### src/pkg/atc_regs.vh
// Behaviour
// - writing control register aborts running sequence only
// - resolution bit 0 gives 10 bits, 1 gives 8
// - first sample phase always two conversion clocks
// - second phase 2, 4, 8 or 16 clocks
// - conversion clock is bus over 2*(divider+1)
// - divider field resets to five, divide twelve
`ifndef ATC_REGS_VH
`define ATC_REGS_VH
`define ATC_ADDR_W          4
`define ATC_OFS_CTRL        4'h0
`define ATC_OFS_STATUS      4'h4
`define ATC_OFS_CMD         4'h8
`define ATC_CTRL_RESET      8'h05
`define ATC_BIT_LOWRES      7
`define ATC_SMP_HI          6
`define ATC_SMP_LO          5
`define ATC_DIV_HI          4
`define ATC_DIV_LO          0
`define ATC_PHASE1_LEN      5'h02
`define ATC_SMP2_LEN0       5'h02
`define ATC_SMP2_LEN1       5'h04
`define ATC_SMP2_LEN2       5'h08
`define ATC_SMP2_LEN3       5'h10
`define ATC_LANE0           0
`define ATC_BITS_HI         4'ha
`define ATC_BITS_LO         4'h8
`define ATC_CMD_START       0
`define ATC_ST_BUSY         0
`define ATC_ST_DONE         1
`define ATC_ST_ABORT        2
`endif

### src/core/atc_timing_ctrl.v
// Local design decisions: the Avalon-MM interface to the registers and the register addresses.
`timescale 1ns/1ps
`include "atc_regs.vh"
// timing and resolution control for the approximation converter.
//
// the control byte holds three fields: the result width, the length of
// the second sample phase and the conversion clock divider. the divider
// feeds a counter that runs on the bus clock and toggles a half period
// each time it reaches the divider value, so the conversion clock is a
// bus clock enable rather than a second clock. this keeps the block in
// one clock domain at the cost of edges placed only on bus clock edges.
//
// the sequencer here is a minimal stand-in that walks sample phase 1,
// sample phase 2 and one step per result bit, all paced by the
// conversion clock. the real start register and the analog side sit in
// neighbouring blocks; a command offset stands in for the start write.
//
// limitation: the divider is not checked against the bus rate, so a
// divider that puts the conversion clock outside its legal window is
// accepted as written.
module atc_timing_ctrl (
   clk,
   rst,
   avs_address,
   avs_read,
   avs_write,
   avs_writedata,
   avs_byteenable,
   avs_readdata,
   avs_waitrequest,
   conv_clk_en,
   conv_clk_out,
   seq_busy,
   seq_phase,
   bit_count,
   abort_pulse
);
   // clock and asynchronous reset
   input  wire        clk;
   input  wire        rst;

   // register bus slave; only byte lane 0 carries register bits
   input  wire [3:0]  avs_address;
   input  wire        avs_read;
   input  wire        avs_write;
   input  wire [31:0] avs_writedata;
   input  wire [3:0]  avs_byteenable;
   output reg  [31:0] avs_readdata;
   output wire        avs_waitrequest;

   // conversion clock and sequencer view
   output wire        conv_clk_en;
   output wire        conv_clk_out;
   output wire        seq_busy;
   output wire [3:0]  seq_phase;
   output wire [3:0]  bit_count;
   output wire        abort_pulse;

   // one-hot sequencer states; a stray code is sent back to idle by the
   // default branch of the next state logic
   localparam [3:0] ST_IDLE = 4'h1;
   localparam [3:0] ST_SMP1 = 4'h2;
   localparam [3:0] ST_SMP2 = 4'h4;
   localparam [3:0] ST_CONV = 4'h8;

   // control byte and prescaler
   reg  [7:0]  ctrl_r;
   reg  [4:0]  pre_cnt_r;
   reg         half_r;
   reg         tick_r;

   // sequencer
   reg  [3:0]  state_r;
   reg  [3:0]  state_nxt;
   reg  [4:0]  phase_cnt_r;
   reg  [4:0]  phase_cnt_nxt;
   reg  [3:0]  bits_r;
   reg  [3:0]  bits_nxt;

   // status flags, bus handshake and read data source
   reg         done_r;
   reg         aborted_r;
   reg         abort_r;
   reg         ack_r;
   reg  [31:0] rd_nxt;

   // control fields
   wire [4:0] div_val    = ctrl_r[`ATC_DIV_HI:`ATC_DIV_LO];
   wire [1:0] smp_sel    = ctrl_r[`ATC_SMP_HI:`ATC_SMP_LO];
   wire       low_res    = ctrl_r[`ATC_BIT_LOWRES];

   // bus decode; a write only lands in the cycle that waitrequest is low
   wire       access     = avs_read | avs_write;
   wire       rd_req     = avs_read & ~ack_r;
   wire       lane0      = avs_byteenable[`ATC_LANE0];
   wire       wr_ctrl    = avs_write & ack_r & (avs_address == `ATC_OFS_CTRL) & lane0;
   wire       wr_start   = avs_write & ack_r & (avs_address == `ATC_OFS_CMD) & lane0
                           & avs_writedata[`ATC_CMD_START];

   // sequencer events
   wire       seq_idle   = (state_r == ST_IDLE);
   wire       start_ok   = wr_start & seq_idle;      // a start while busy is ignored
   wire       seq_abort  = wr_ctrl & ~seq_idle;
   wire       seq_done   = (state_r == ST_CONV) & (state_nxt == ST_IDLE) & ~wr_ctrl;
   wire       pre_wrap   = (pre_cnt_r >= div_val);   // >= also catches a lowered divider

   // second sample phase length in conversion clocks; five bits hold the
   // longest choice
   function [4:0] smp_len;
      input [1:0] sel;
      begin
         case (sel)
            2'h0:    smp_len = `ATC_SMP2_LEN0;
            2'h1:    smp_len = `ATC_SMP2_LEN1;
            2'h2:    smp_len = `ATC_SMP2_LEN2;
            default: smp_len = `ATC_SMP2_LEN3;
         endcase
      end
   endfunction

   // result bit steps for the chosen resolution; fewer steps, shorter run
   function [3:0] res_bits;
      input lo;
      begin
         if (lo) begin
            res_bits = `ATC_BITS_LO;
         end else begin
            res_bits = `ATC_BITS_HI;
         end
      end
   endfunction

   // one wait state: waitrequest drops in the cycle after the request shows.
   // ack_r marks that second cycle and clears itself, so a request held over
   // back to back transfers still gets its wait state every time.
   assign avs_waitrequest = access & ~ack_r;

   always @(posedge clk or posedge rst) begin
      if (rst) begin
         ack_r <= 1'b0;
      end else begin
         ack_r <= access & ~ack_r;
      end
   end

   // every accepted write replaces the whole byte, even with the same value,
   // and the sequencer logic below treats it as an abort while a sequence runs
   // control register; reset value
   always @(posedge clk or posedge rst) begin
      if (rst) begin
         ctrl_r <= `ATC_CTRL_RESET;
      end else if (wr_ctrl) begin
         ctrl_r <= avs_writedata[7:0];
      end
   end

   // read mux, unmapped offsets read zero; status is read only
   always @* begin
      case (avs_address)
         `ATC_OFS_CTRL:   rd_nxt = {24'h000000, ctrl_r};
         `ATC_OFS_STATUS: rd_nxt = {29'h0, aborted_r, done_r, seq_busy};
         default:         rd_nxt = 32'h0000_0000;
      endcase
   end

   // read data latched in the request cycle so it stands when waitrequest drops
   always @(posedge clk or posedge rst) begin
      if (rst) begin
         avs_readdata <= 32'h0000_0000;
      end else if (rd_req) begin
         avs_readdata <= rd_nxt;
      end
   end

   // half_r is the conversion clock itself; tick_r is the enable that the
   // sequencer steps on, raised once per full period after its high half.
   // a divider written mid-count already applies to the half period under way
   // reloading prescaler counter
   // divide by 2*(n+1): each full count is one half period, so never above clk/2
   always @(posedge clk or posedge rst) begin
      if (rst) begin
         pre_cnt_r <= 5'h00;
         half_r    <= 1'b0;
         tick_r    <= 1'b0;
      end else if (pre_wrap) begin
         pre_cnt_r <= 5'h00;
         half_r    <= ~half_r;
         tick_r    <= half_r;      // one enable per full conversion period
      end else begin
         pre_cnt_r <= pre_cnt_r + 5'h01;
         tick_r    <= 1'b0;
      end
   end

   assign conv_clk_en  = tick_r;
   assign conv_clk_out = half_r;

   // sequencer next state, stepped on conversion clock enables apart from a start or a control write.
   // idle waits for a start; sample phase 1 counts a fixed two enables;
   // sample phase 2 counts the selected length; converting counts one
   // enable per result bit. a control write overrides every branch, so
   // it wins over a phase end that falls in the same cycle.
   always @* begin
      state_nxt     = state_r;
      phase_cnt_nxt = phase_cnt_r;
      bits_nxt      = bits_r;
      case (state_r)
         ST_IDLE: begin
            // only a start leaves idle; a control write never does
            if (wr_start) begin
               state_nxt     = ST_SMP1;
               phase_cnt_nxt = 5'h00;
            end
         end
         ST_SMP1: begin
            if (tick_r) begin
               phase_cnt_nxt = phase_cnt_r + 5'h01;
               if (phase_cnt_r + 5'h01 == `ATC_PHASE1_LEN) begin
                  state_nxt     = ST_SMP2;
                  phase_cnt_nxt = 5'h00;
               end
            end
         end
         ST_SMP2: begin
            if (tick_r) begin
               phase_cnt_nxt = phase_cnt_r + 5'h01;
               if (phase_cnt_r + 5'h01 == smp_len(smp_sel)) begin
                  state_nxt = ST_CONV;
                  bits_nxt  = res_bits(low_res);
               end
            end
         end
         ST_CONV: begin
            // one step per result bit, then back to idle
            if (tick_r) begin
               bits_nxt = bits_r - 4'h1;
               if (bits_r == 4'h1) begin
                  state_nxt = ST_IDLE;
               end
            end
         end
         default: begin
            // an illegal code falls back to idle
            state_nxt = ST_IDLE;
         end
      endcase
      if (wr_ctrl) begin
         state_nxt     = ST_IDLE;
         phase_cnt_nxt = 5'h00;
         bits_nxt      = 4'h0;
      end
   end

   // sequencer registers
   always @(posedge clk or posedge rst) begin
      if (rst) begin
         state_r     <= ST_IDLE;
         phase_cnt_r <= 5'h00;
         bits_r      <= 4'h0;
      end else begin
         state_r     <= state_nxt;
         phase_cnt_r <= phase_cnt_nxt;
         bits_r      <= bits_nxt;
      end
   end

   // sticky done and aborted flags, cleared by a start. the setting events
   // need a busy sequencer and the clearing start needs an idle one, so a
   // set and a clear never share a cycle
   always @(posedge clk or posedge rst) begin
      if (rst) begin
         done_r    <= 1'b0;
         aborted_r <= 1'b0;
         abort_r   <= 1'b0;
      end else begin
         abort_r <= seq_abort;
         if (seq_done) begin
            done_r <= 1'b1;
         end else if (start_ok) begin
            done_r <= 1'b0;
         end
         if (seq_abort) begin
            aborted_r <= 1'b1;
         end else if (start_ok) begin
            aborted_r <= 1'b0;
         end
      end
   end

   // sequencer view for the neighbouring blocks; seq_phase, bit_count and abort_pulse
   // come straight from flip-flops, while seq_busy is decoded from state_r
   assign seq_busy    = ~seq_idle;
   assign seq_phase   = state_r;
   assign bit_count   = bits_r;
   assign abort_pulse = abort_r;

   // frequency window is software's job; not checked here.
   // the divider gives 2 to 64 bus clocks per conversion clock, so the
   // bus rate alone decides which divider values land inside the window;
   // nothing here refuses an out of range choice, and a conversion run
   // with one simply goes faster or slower than the analog side allows.
endmodule // atc_timing_ctrl

### config.mk
export PLATFORM = sky130hd
export DESIGN_NAME = atc_timing_ctrl
export DESIGN_NICKNAME = d
export VERILOG_FILES = /design/src/core/atc_timing_ctrl.v
export VERILOG_INCLUDE_DIRS = /design/src /design/src/pkg
export SDC_FILE = /design/constraint.sdc
export NUM_CORES = 1
export LEC_CHECK = 0
export ABC_AREA = 1
export BUFFER_PORTS_ARGS = -buffer_cell sky130_fd_sc_hd__buf_2
export CORE_UTILIZATION = 50
export DETAILED_ROUTE_END_ITERATION = 6
export GPL_TIMING_DRIVEN = 1
export PLACE_DENSITY = 0.88
export SYNTH_ARGS = -nofsm -noshare
export SYNTH_HDL_FRONTEND = slang
export SYNTH_SLANG_ARGS = --single-unit
export TNS_END_PERCENT = 100
### constraint.sdc
create_clock -name clk -period 2.28 [get_ports clk]
set_clock_uncertainty 0.1 [all_clocks]
set_input_delay 0.342 -clock clk [delete_from_list [all_inputs] [get_ports clk]]
set_output_delay 0.342 -clock clk [all_outputs]
set_load 0.1 [all_outputs]
* Word-level counts from Yosys, hierarchy flattened
Cells that the tools add are included.
** Operators by class
- Bitwise gates (word level) :: 17
- Reduce and logical (&&, ||, !) cells :: 8
- $lt $le $gt $ge :: 1
- Muxes and demuxes :: 30
- Eq/ne operators :: 17
- $add $sub $neg :: 3
** Operators with widths (count)
- 4-bit two-way mux :: 12
- 5-bit two-way mux :: 8
- 5-bit one-hot mux with 3 select lines :: 2
- 4-bit one-hot mux with 4 select lines :: 1
- 8-bit one-hot mux with 2 select lines :: 1
- 3-bit != test (second input constant) :: 5
- 1-bit AND :: 12
- 4-bit by 1-bit equality test with 1-bit output (second input constant) :: 3
- 5-bit by 1-bit adder with 5-bit output (second input constant) :: 2
- 4-bit by 3-bit equality test with 1-bit output (second input constant) :: 2
- 4-bit equality test (second input constant) :: 2
- 4-bit one-hot mux with 2 select lines :: 1
- 4-bit AND reduction :: 2
- 5-bit by 2-bit equality test with 1-bit output (second input constant) :: 1
- 5-bit equality test :: 1
- 5-bit greater-or-equal comparator :: 1
- 4-bit by 2-bit equality test with 1-bit output (second input constant) :: 1
- 4-bit logical NOT :: 1
- 1-bit two-way mux :: 4
- 1-bit inverter :: 4
- 2-bit nonzero test :: 2
- 4-bit nonzero test :: 1
- 4-bit by 1-bit subtractor with 4-bit output (second input constant) :: 1
- 3-bit nonzero test :: 1
- 5 further kinds :: 5
** Word-level totals
- Word-level logic and storage cells :: 88
- Bits of input ports :: 44
- Register bits after elaboration :: 64
- Output and inout bits :: 45

* Depth between registers and ports, before layout
- Depth after elaboration :: 13
- Mapped depth :: 11
- Mapped depth without buffers :: 11

* Worst setup path after synthesis
No wires, ideal clock.
- Path type :: register to register
- Start point :: reg state_r[2] (netlist: seq_phase[2])
- End point :: reg phase_cnt_r[0]
- Period minus slack after synthesis :: 2.325 ns
- Stages on the path, launching flop included :: 10
- Path slack :: -0.045 ns
- Required time :: 2.062 ns
- Path buffers :: 0
- Arrival time :: 2.108 ns
- Library setup time :: 0.118 ns
- Cells stage by stage :: dfrtp_1 inv_2 nand4_4 inv_1 nand2_1 nand3_4 nand2_2 inv_2 nand2_1 nand2_1
** On the way
- Longest elaborated chain between the ends :: 3
** Ends and longest elaborated chain
- start, declared :: line atc_timing_ctrl.v:73 : reg [3:0] state_r;
- start signal, assigned :: line atc_timing_ctrl.v:261 : state_r <= state_nxt;
- 4-bit by 1-bit equality test with 1-bit output (tied with other cells) :: line atc_timing_ctrl.v:207 : case (state_r)
- 3-bit != test (no line) (tied with other cells)
- 4-bit AND reduction (no line) or 5-bit two-way mux (tied branches)
- end signal, assigned :: line atc_timing_ctrl.v:262 : phase_cnt_r <= phase_cnt_nxt;
- end, declared :: line atc_timing_ctrl.v:75 : reg [4:0] phase_cnt_r;
Several ways; a longest one is shown, not always the timed one.
A chain may end at the register's enable or synchronous reset.

* Worst setup path after layout
- Start point :: reg phase_cnt_r[0]
- End point :: reg bits_r[1] (netlist: bit_count[1])
** On the way
- Longest elaborated chain between the ends :: 4
** Ends and longest elaborated chain
- 5-bit by 1-bit adder with 5-bit output :: line atc_timing_ctrl.v:227 : if (phase_cnt_r + 5'h01 == smp_len(smp_sel)) begin
- 5-bit equality test :: line atc_timing_ctrl.v:227
- 3-bit != test (no line)
- 4-bit AND reduction (no line)
- end signal, assigned :: line atc_timing_ctrl.v:263 : bits_r <= bits_nxt;
- end, declared :: line atc_timing_ctrl.v:77 : reg [3:0] bits_r;
No other way between the ends.

==> impl_table.tex <==
\begin{tabular}{lr}
\hline
Metric & Value \\
\hline
\multicolumn{2}{l}{\textbf{Placed design}} \\
Number of input and output port buffers inserted & 37 \\
Placer congestion estimate & between 0.8 and 0.9 \\
HPWL after detailed placement & roughly 3700 um \\
Cell count after placement & 384 \\
\multicolumn{2}{l}{\textbf{Layout}} \\
Total inserted antenna cells & 0 \\
Layout cells sized above 1 & 22.1\% \\
Commonest cells after routing, fill and taps aside & sky130\_fd\_sc\_hd\_\_nand2\_1 (60), sky130\_fd\_sc\_hd\_\_inv\_1 (39), sky130\_fd\_sc\_hd\_\_buf\_2 (37) \\
Number of nets in the final layout & 393 \\
Final standard cell count with taps included and fillers excluded & 392 \\
Relative area change from synthesis to final layout & 10.4\% \\
Most frequent standard cell in the layout excluding fill and tap cells & sky130\_fd\_sc\_hd\_\_nand2\_1 \\
\multicolumn{2}{l}{\textbf{Synthesis}} \\
Top cell type by total area after synthesis & sky130\_fd\_sc\_hd\_\_dfrtp\_1 \\
Main area contributors after synthesis & sky130\_fd\_sc\_hd\_\_dfrtp\_1 (38\%), sky130\_fd\_sc\_hd\_\_nand2\_1 (9.3\%), sky130\_fd\_sc\_hd\_\_buf\_4 (7.8\%) \\
Number of library cell types mapped by synthesis & 34 \\
Count of flip-flops with a built-in enable after synthesis & 0 \\
Total standard cell area after synthesis & approximately 2400 um2 \\
Post-Syn Area per Cell & between 8 and 9 um2 \\
Top-area cell type share of the netlist area & 38.4\% \\
Part of the Yosys area used for sequential elements & a little over two fifths \\
Share of synthesized registers carrying an async set or reset & between 90\% and 100\% \\
Gate count of the mapped netlist & approximately 300 \\
Yosys Warn Count & 0 \\
Post-synthesis register bit count & 40 \\
Prevailing post-synth register cell & sky130\_fd\_sc\_hd\_\_dfrtp\_1 \\
\multicolumn{2}{l}{\textbf{Critical path}} \\
Data required time at the worst endpoint & around 2.4 ns \\
Largest fanout of any net on the critical path & 7 \\
Critical path capture point type & flop \\
Family with the most delay on the worst path & simple AND/OR/NAND/NOR gates \\
Worst setup path category & flop to flop \\
Buffers and inverters on the worst path & 1 \\
Cells along the critical path & ha\_1 -> nand3\_1 -> nand2\_1 -> nand3\_1 -> nand2\_1 -> inv\_1 -> nand4\_2 -> nand2\_2 -> nand3\_1 -> nand2\_1 \\
CP max stage cell & sky130\_fd\_sc\_hd\_\_dfrtp\_1 \\
Type of origin of the critical path & flop \\
Arrival time at the worst endpoint & $\sim$2 ns \\
Peak per-stage delay on the critical path & approximately 0.46 ns \\
\multicolumn{2}{l}{\textbf{Clock tree}} \\
Number of H-tree levels & 2 \\
Clock network latency to the later pin of the worst-skew pair & approximately 0.30 ns \\
CTS Hold Bufs & 0 \\
Worst-case clock buffer depth & 2 \\
Inserted Clock Buffers & 5 \\
Clock sink count & 40 \\
Post-CTS Setup Bufs & 0 \\
Post-cts resize count & 0 \\
Clock tree from TritonCTS & yes \\
Library cell used as clock root buffer & sky130\_fd\_sc\_hd\_\_clkbuf\_8 \\
CTS clk-pin slew, worst paths & 0.08 ns \\
\multicolumn{2}{l}{\textbf{Power}} \\
Static leakage power & between 1 and 1.5 nW \\
Power Dens Cells & around 940 nW/um2 \\
Worst VDD drop & about 0.67 mV \\
\multicolumn{2}{l}{\textbf{Timing}} \\
Final Hold Viols & 0 \\
Final setup violation count & 0 \\
Total negative setup slack & 0 ns \\
Setup repair after global routing missed its margin & no \\
Actual transition at the worst max-transition pin & just over 0.5 ns \\
Minimum period implied by the final worst setup slack & around 1.9 ns \\
Worst slew slack as a fraction of its limit & around 66\% \\
Count of pins over their slew limit & 0 \\
Timing-limited maximum frequency & around 530 MHz \\
Share of the clock period used by the worst path after layout & slightly above 80\% \\
\multicolumn{2}{l}{\textbf{GRT}} \\
Wire length of the first global-routing pass & approximately 8600 um \\
Overall fraction of global-route tracks in use & a little over a fifth \\
Number of global-route vias before repair & roughly 1900 \\
Pin count of the biggest net entering global routing & between 40 and 50 \\
Number of antenna violations at the first check in global routing & 0 \\
Overall overflow remaining after global route & 0 \\
\multicolumn{2}{l}{\textbf{Job}} \\
Number of max-cap violations & 0 \\
\multicolumn{2}{l}{\textbf{Routing}} \\
Remaining design rule violation count & 0 \\
DRC violation total after the first TritonRoute iteration & between 100 and 150 \\
Post-route ant nets & 0 \\
Average wire per cell in the routed design & around 13 um \\
Vias per cell & between 5 and 6 \\
Routed via count & 1976 \\
Number of search-and-repair iterations in the first detailed-routing pass & 4 \\
Total Wirelength & between 4000 and 5000 um \\
\multicolumn{2}{l}{\textbf{Floorplanning}} \\
Placement Rows & 24 \\
Initial standard-cell utilization of the core & 53.6\% \\
Horizontal die dimension & 71.5 um \\
Die ar. & roughly 5100 um2 \\
Boundary Pins & 89 \\
Die Height & between 70 and 80 um \\
Placeable Area & 4500 um2 \\
\multicolumn{2}{l}{\textbf{Run status}} \\
Outcome & finished, final reports clean \\
\multicolumn{2}{l}{\textbf{Min path}} \\
Worst min-delay path category & input pin to asynchronous set/reset pin \\
\hline
\end{tabular}
[path summary, 6_finish.rpt]
path | slack, ns | endpoint | from | cells after the start
worst max register to register | 0.40 | bit_count[1]$_DFFE_PP0P_ | phase_cnt_r[0]$_DFFE_PP0P_ | 10
min in group clk | 0.15 | ctrl_r[4]$_DFFE_PP0P_ | avs_writedata[4] | 3
max in group asynchronous | 1.64 | seq_phase[3]$_DFF_PP0_ | rst | 3
worst min-delay path | 0.05 | phase_cnt_r[4]$_DFFE_PP0P_ | rst | 3
worst max-delay path | 0.40 | bit_count[1]$_DFFE_PP0P_ | phase_cnt_r[0]$_DFFE_PP0P_ | 10
worst min register to register | 0.37 | ack_r$_DFF_PP0_ | ack_r$_DFF_PP0_ | 1
[where the power goes]
group          total [mW]  internal [mW]  switching, mW
Combinational        1.04          0.233          0.811
Clock               0.504          0.246          0.258
Sequential          0.966          0.844          0.121
Total                2.51           1.32           1.19
[per-stage QoR]
step | util (%) | hold slack, ns | power [mW] | area (um2) | worst slack (ns)
2_1_floorplan | - | 0.332 | 1.86 | 2500 | 0.00353
3_3_place_gp | 57.1 | 0.346 | 1.97 | 2570 | 0.530
3_5_place_dp | 57.1 | 0.364 | 2.02 | 2570 | 0.464
4_1_cts | 59.1 | 0.0734 | 2.52 | 2660 | 0.429
5_1_grt | 59.1 | 0.112 | 2.66 | 2660 | 0.157
6_report | 59.1 | 0.0501 | 2.51 | 2660 | 0.404
[synthesized netlist by cell type (3+ instances only)]
| library cell | number |
|---|---|
| sky130_fd_sc_hd__a21oi_1 | 6 |
| sky130_fd_sc_hd__a31oi_1 | 3 |
| sky130_fd_sc_hd__buf_4 | 25 |
| sky130_fd_sc_hd__dfrtp_1 | 37 |
| sky130_fd_sc_hd__dfstp_2 | 3 |
| sky130_fd_sc_hd__ha_1 | 10 |
| sky130_fd_sc_hd__inv_1 | 39 |
| sky130_fd_sc_hd__inv_2 | 6 |
| sky130_fd_sc_hd__nand2_1 | 60 |
| sky130_fd_sc_hd__nand2_2 | 6 |
| sky130_fd_sc_hd__nand3_1 | 22 |
| sky130_fd_sc_hd__nand4_1 | 10 |
| sky130_fd_sc_hd__nor2_1 | 24 |
| sky130_fd_sc_hd__nor2_4 | 3 |
| sky130_fd_sc_hd__o21ai_0 | 10 |
| sky130_fd_sc_hd__o21ai_1 | 4 |
| sky130_fd_sc_hd__o22ai_1 | 3 |
| sky130_fd_sc_hd__o31ai_1 | 5 |
[flip-flops by register name (all words and copies together) (netlist names)]
register      count
abort_pulse       1
aborted_r         1
ack_r             1
avs_readdata      8
bit_count         4
conv_clk_en       1
conv_clk_out      1
ctrl_r            8
done_r            1
phase_cnt_r       5
pre_cnt_r         5
seq_phase         4
[cell families after synthesis]
group,count (synthesis),share of synthesized area [%]
other,1,0.155
adder cells (fa/ha/maj),10,5.19
flip-flops,40,41.6
AO/OA/AOI/OAI,32,7.57
buffers and inverters,72,15.1
XOR/XNOR,4,1.45
AND/OR/NAND/NOR,138,28.8
[tightest hold or removal path: cells and delay by family]
family / cells / cell delay (ns)
buffers and inverters: 3 / 0.55
[per-layer routing]
| layer | wire (um) | vias up | GRT usage, % | share of wire (%) |
|---|---|---|---|---|
| met5 | 0 | - | 0 | 0 |
| met4 | 82 | 0 | 8.06 | 1.7 |
| met3 | 224 | 9 | 4.78 | 4.5 |
| met2 | 2540 | 46 | 39.0 | 51 |
| met1 | 2120 | 932 | 25.1 | 43 |
| li1 | - | 989 | - | - |
[area by class of cell]
class | instances | area, um2
Sequential cell | 40 | 1010
Timing Repair Buffer | 39 | 200
Multi-Input combinational cell | 208 | 1130
Tap cell | 52 | 65.1
Inverter | 45 | 169
Clock buffer | 7 | 86.3
Fill cell | 416 | 1840
Clock inverter | 1 | 7.51
No activity file was read; power rests on OpenSTA's default activity.
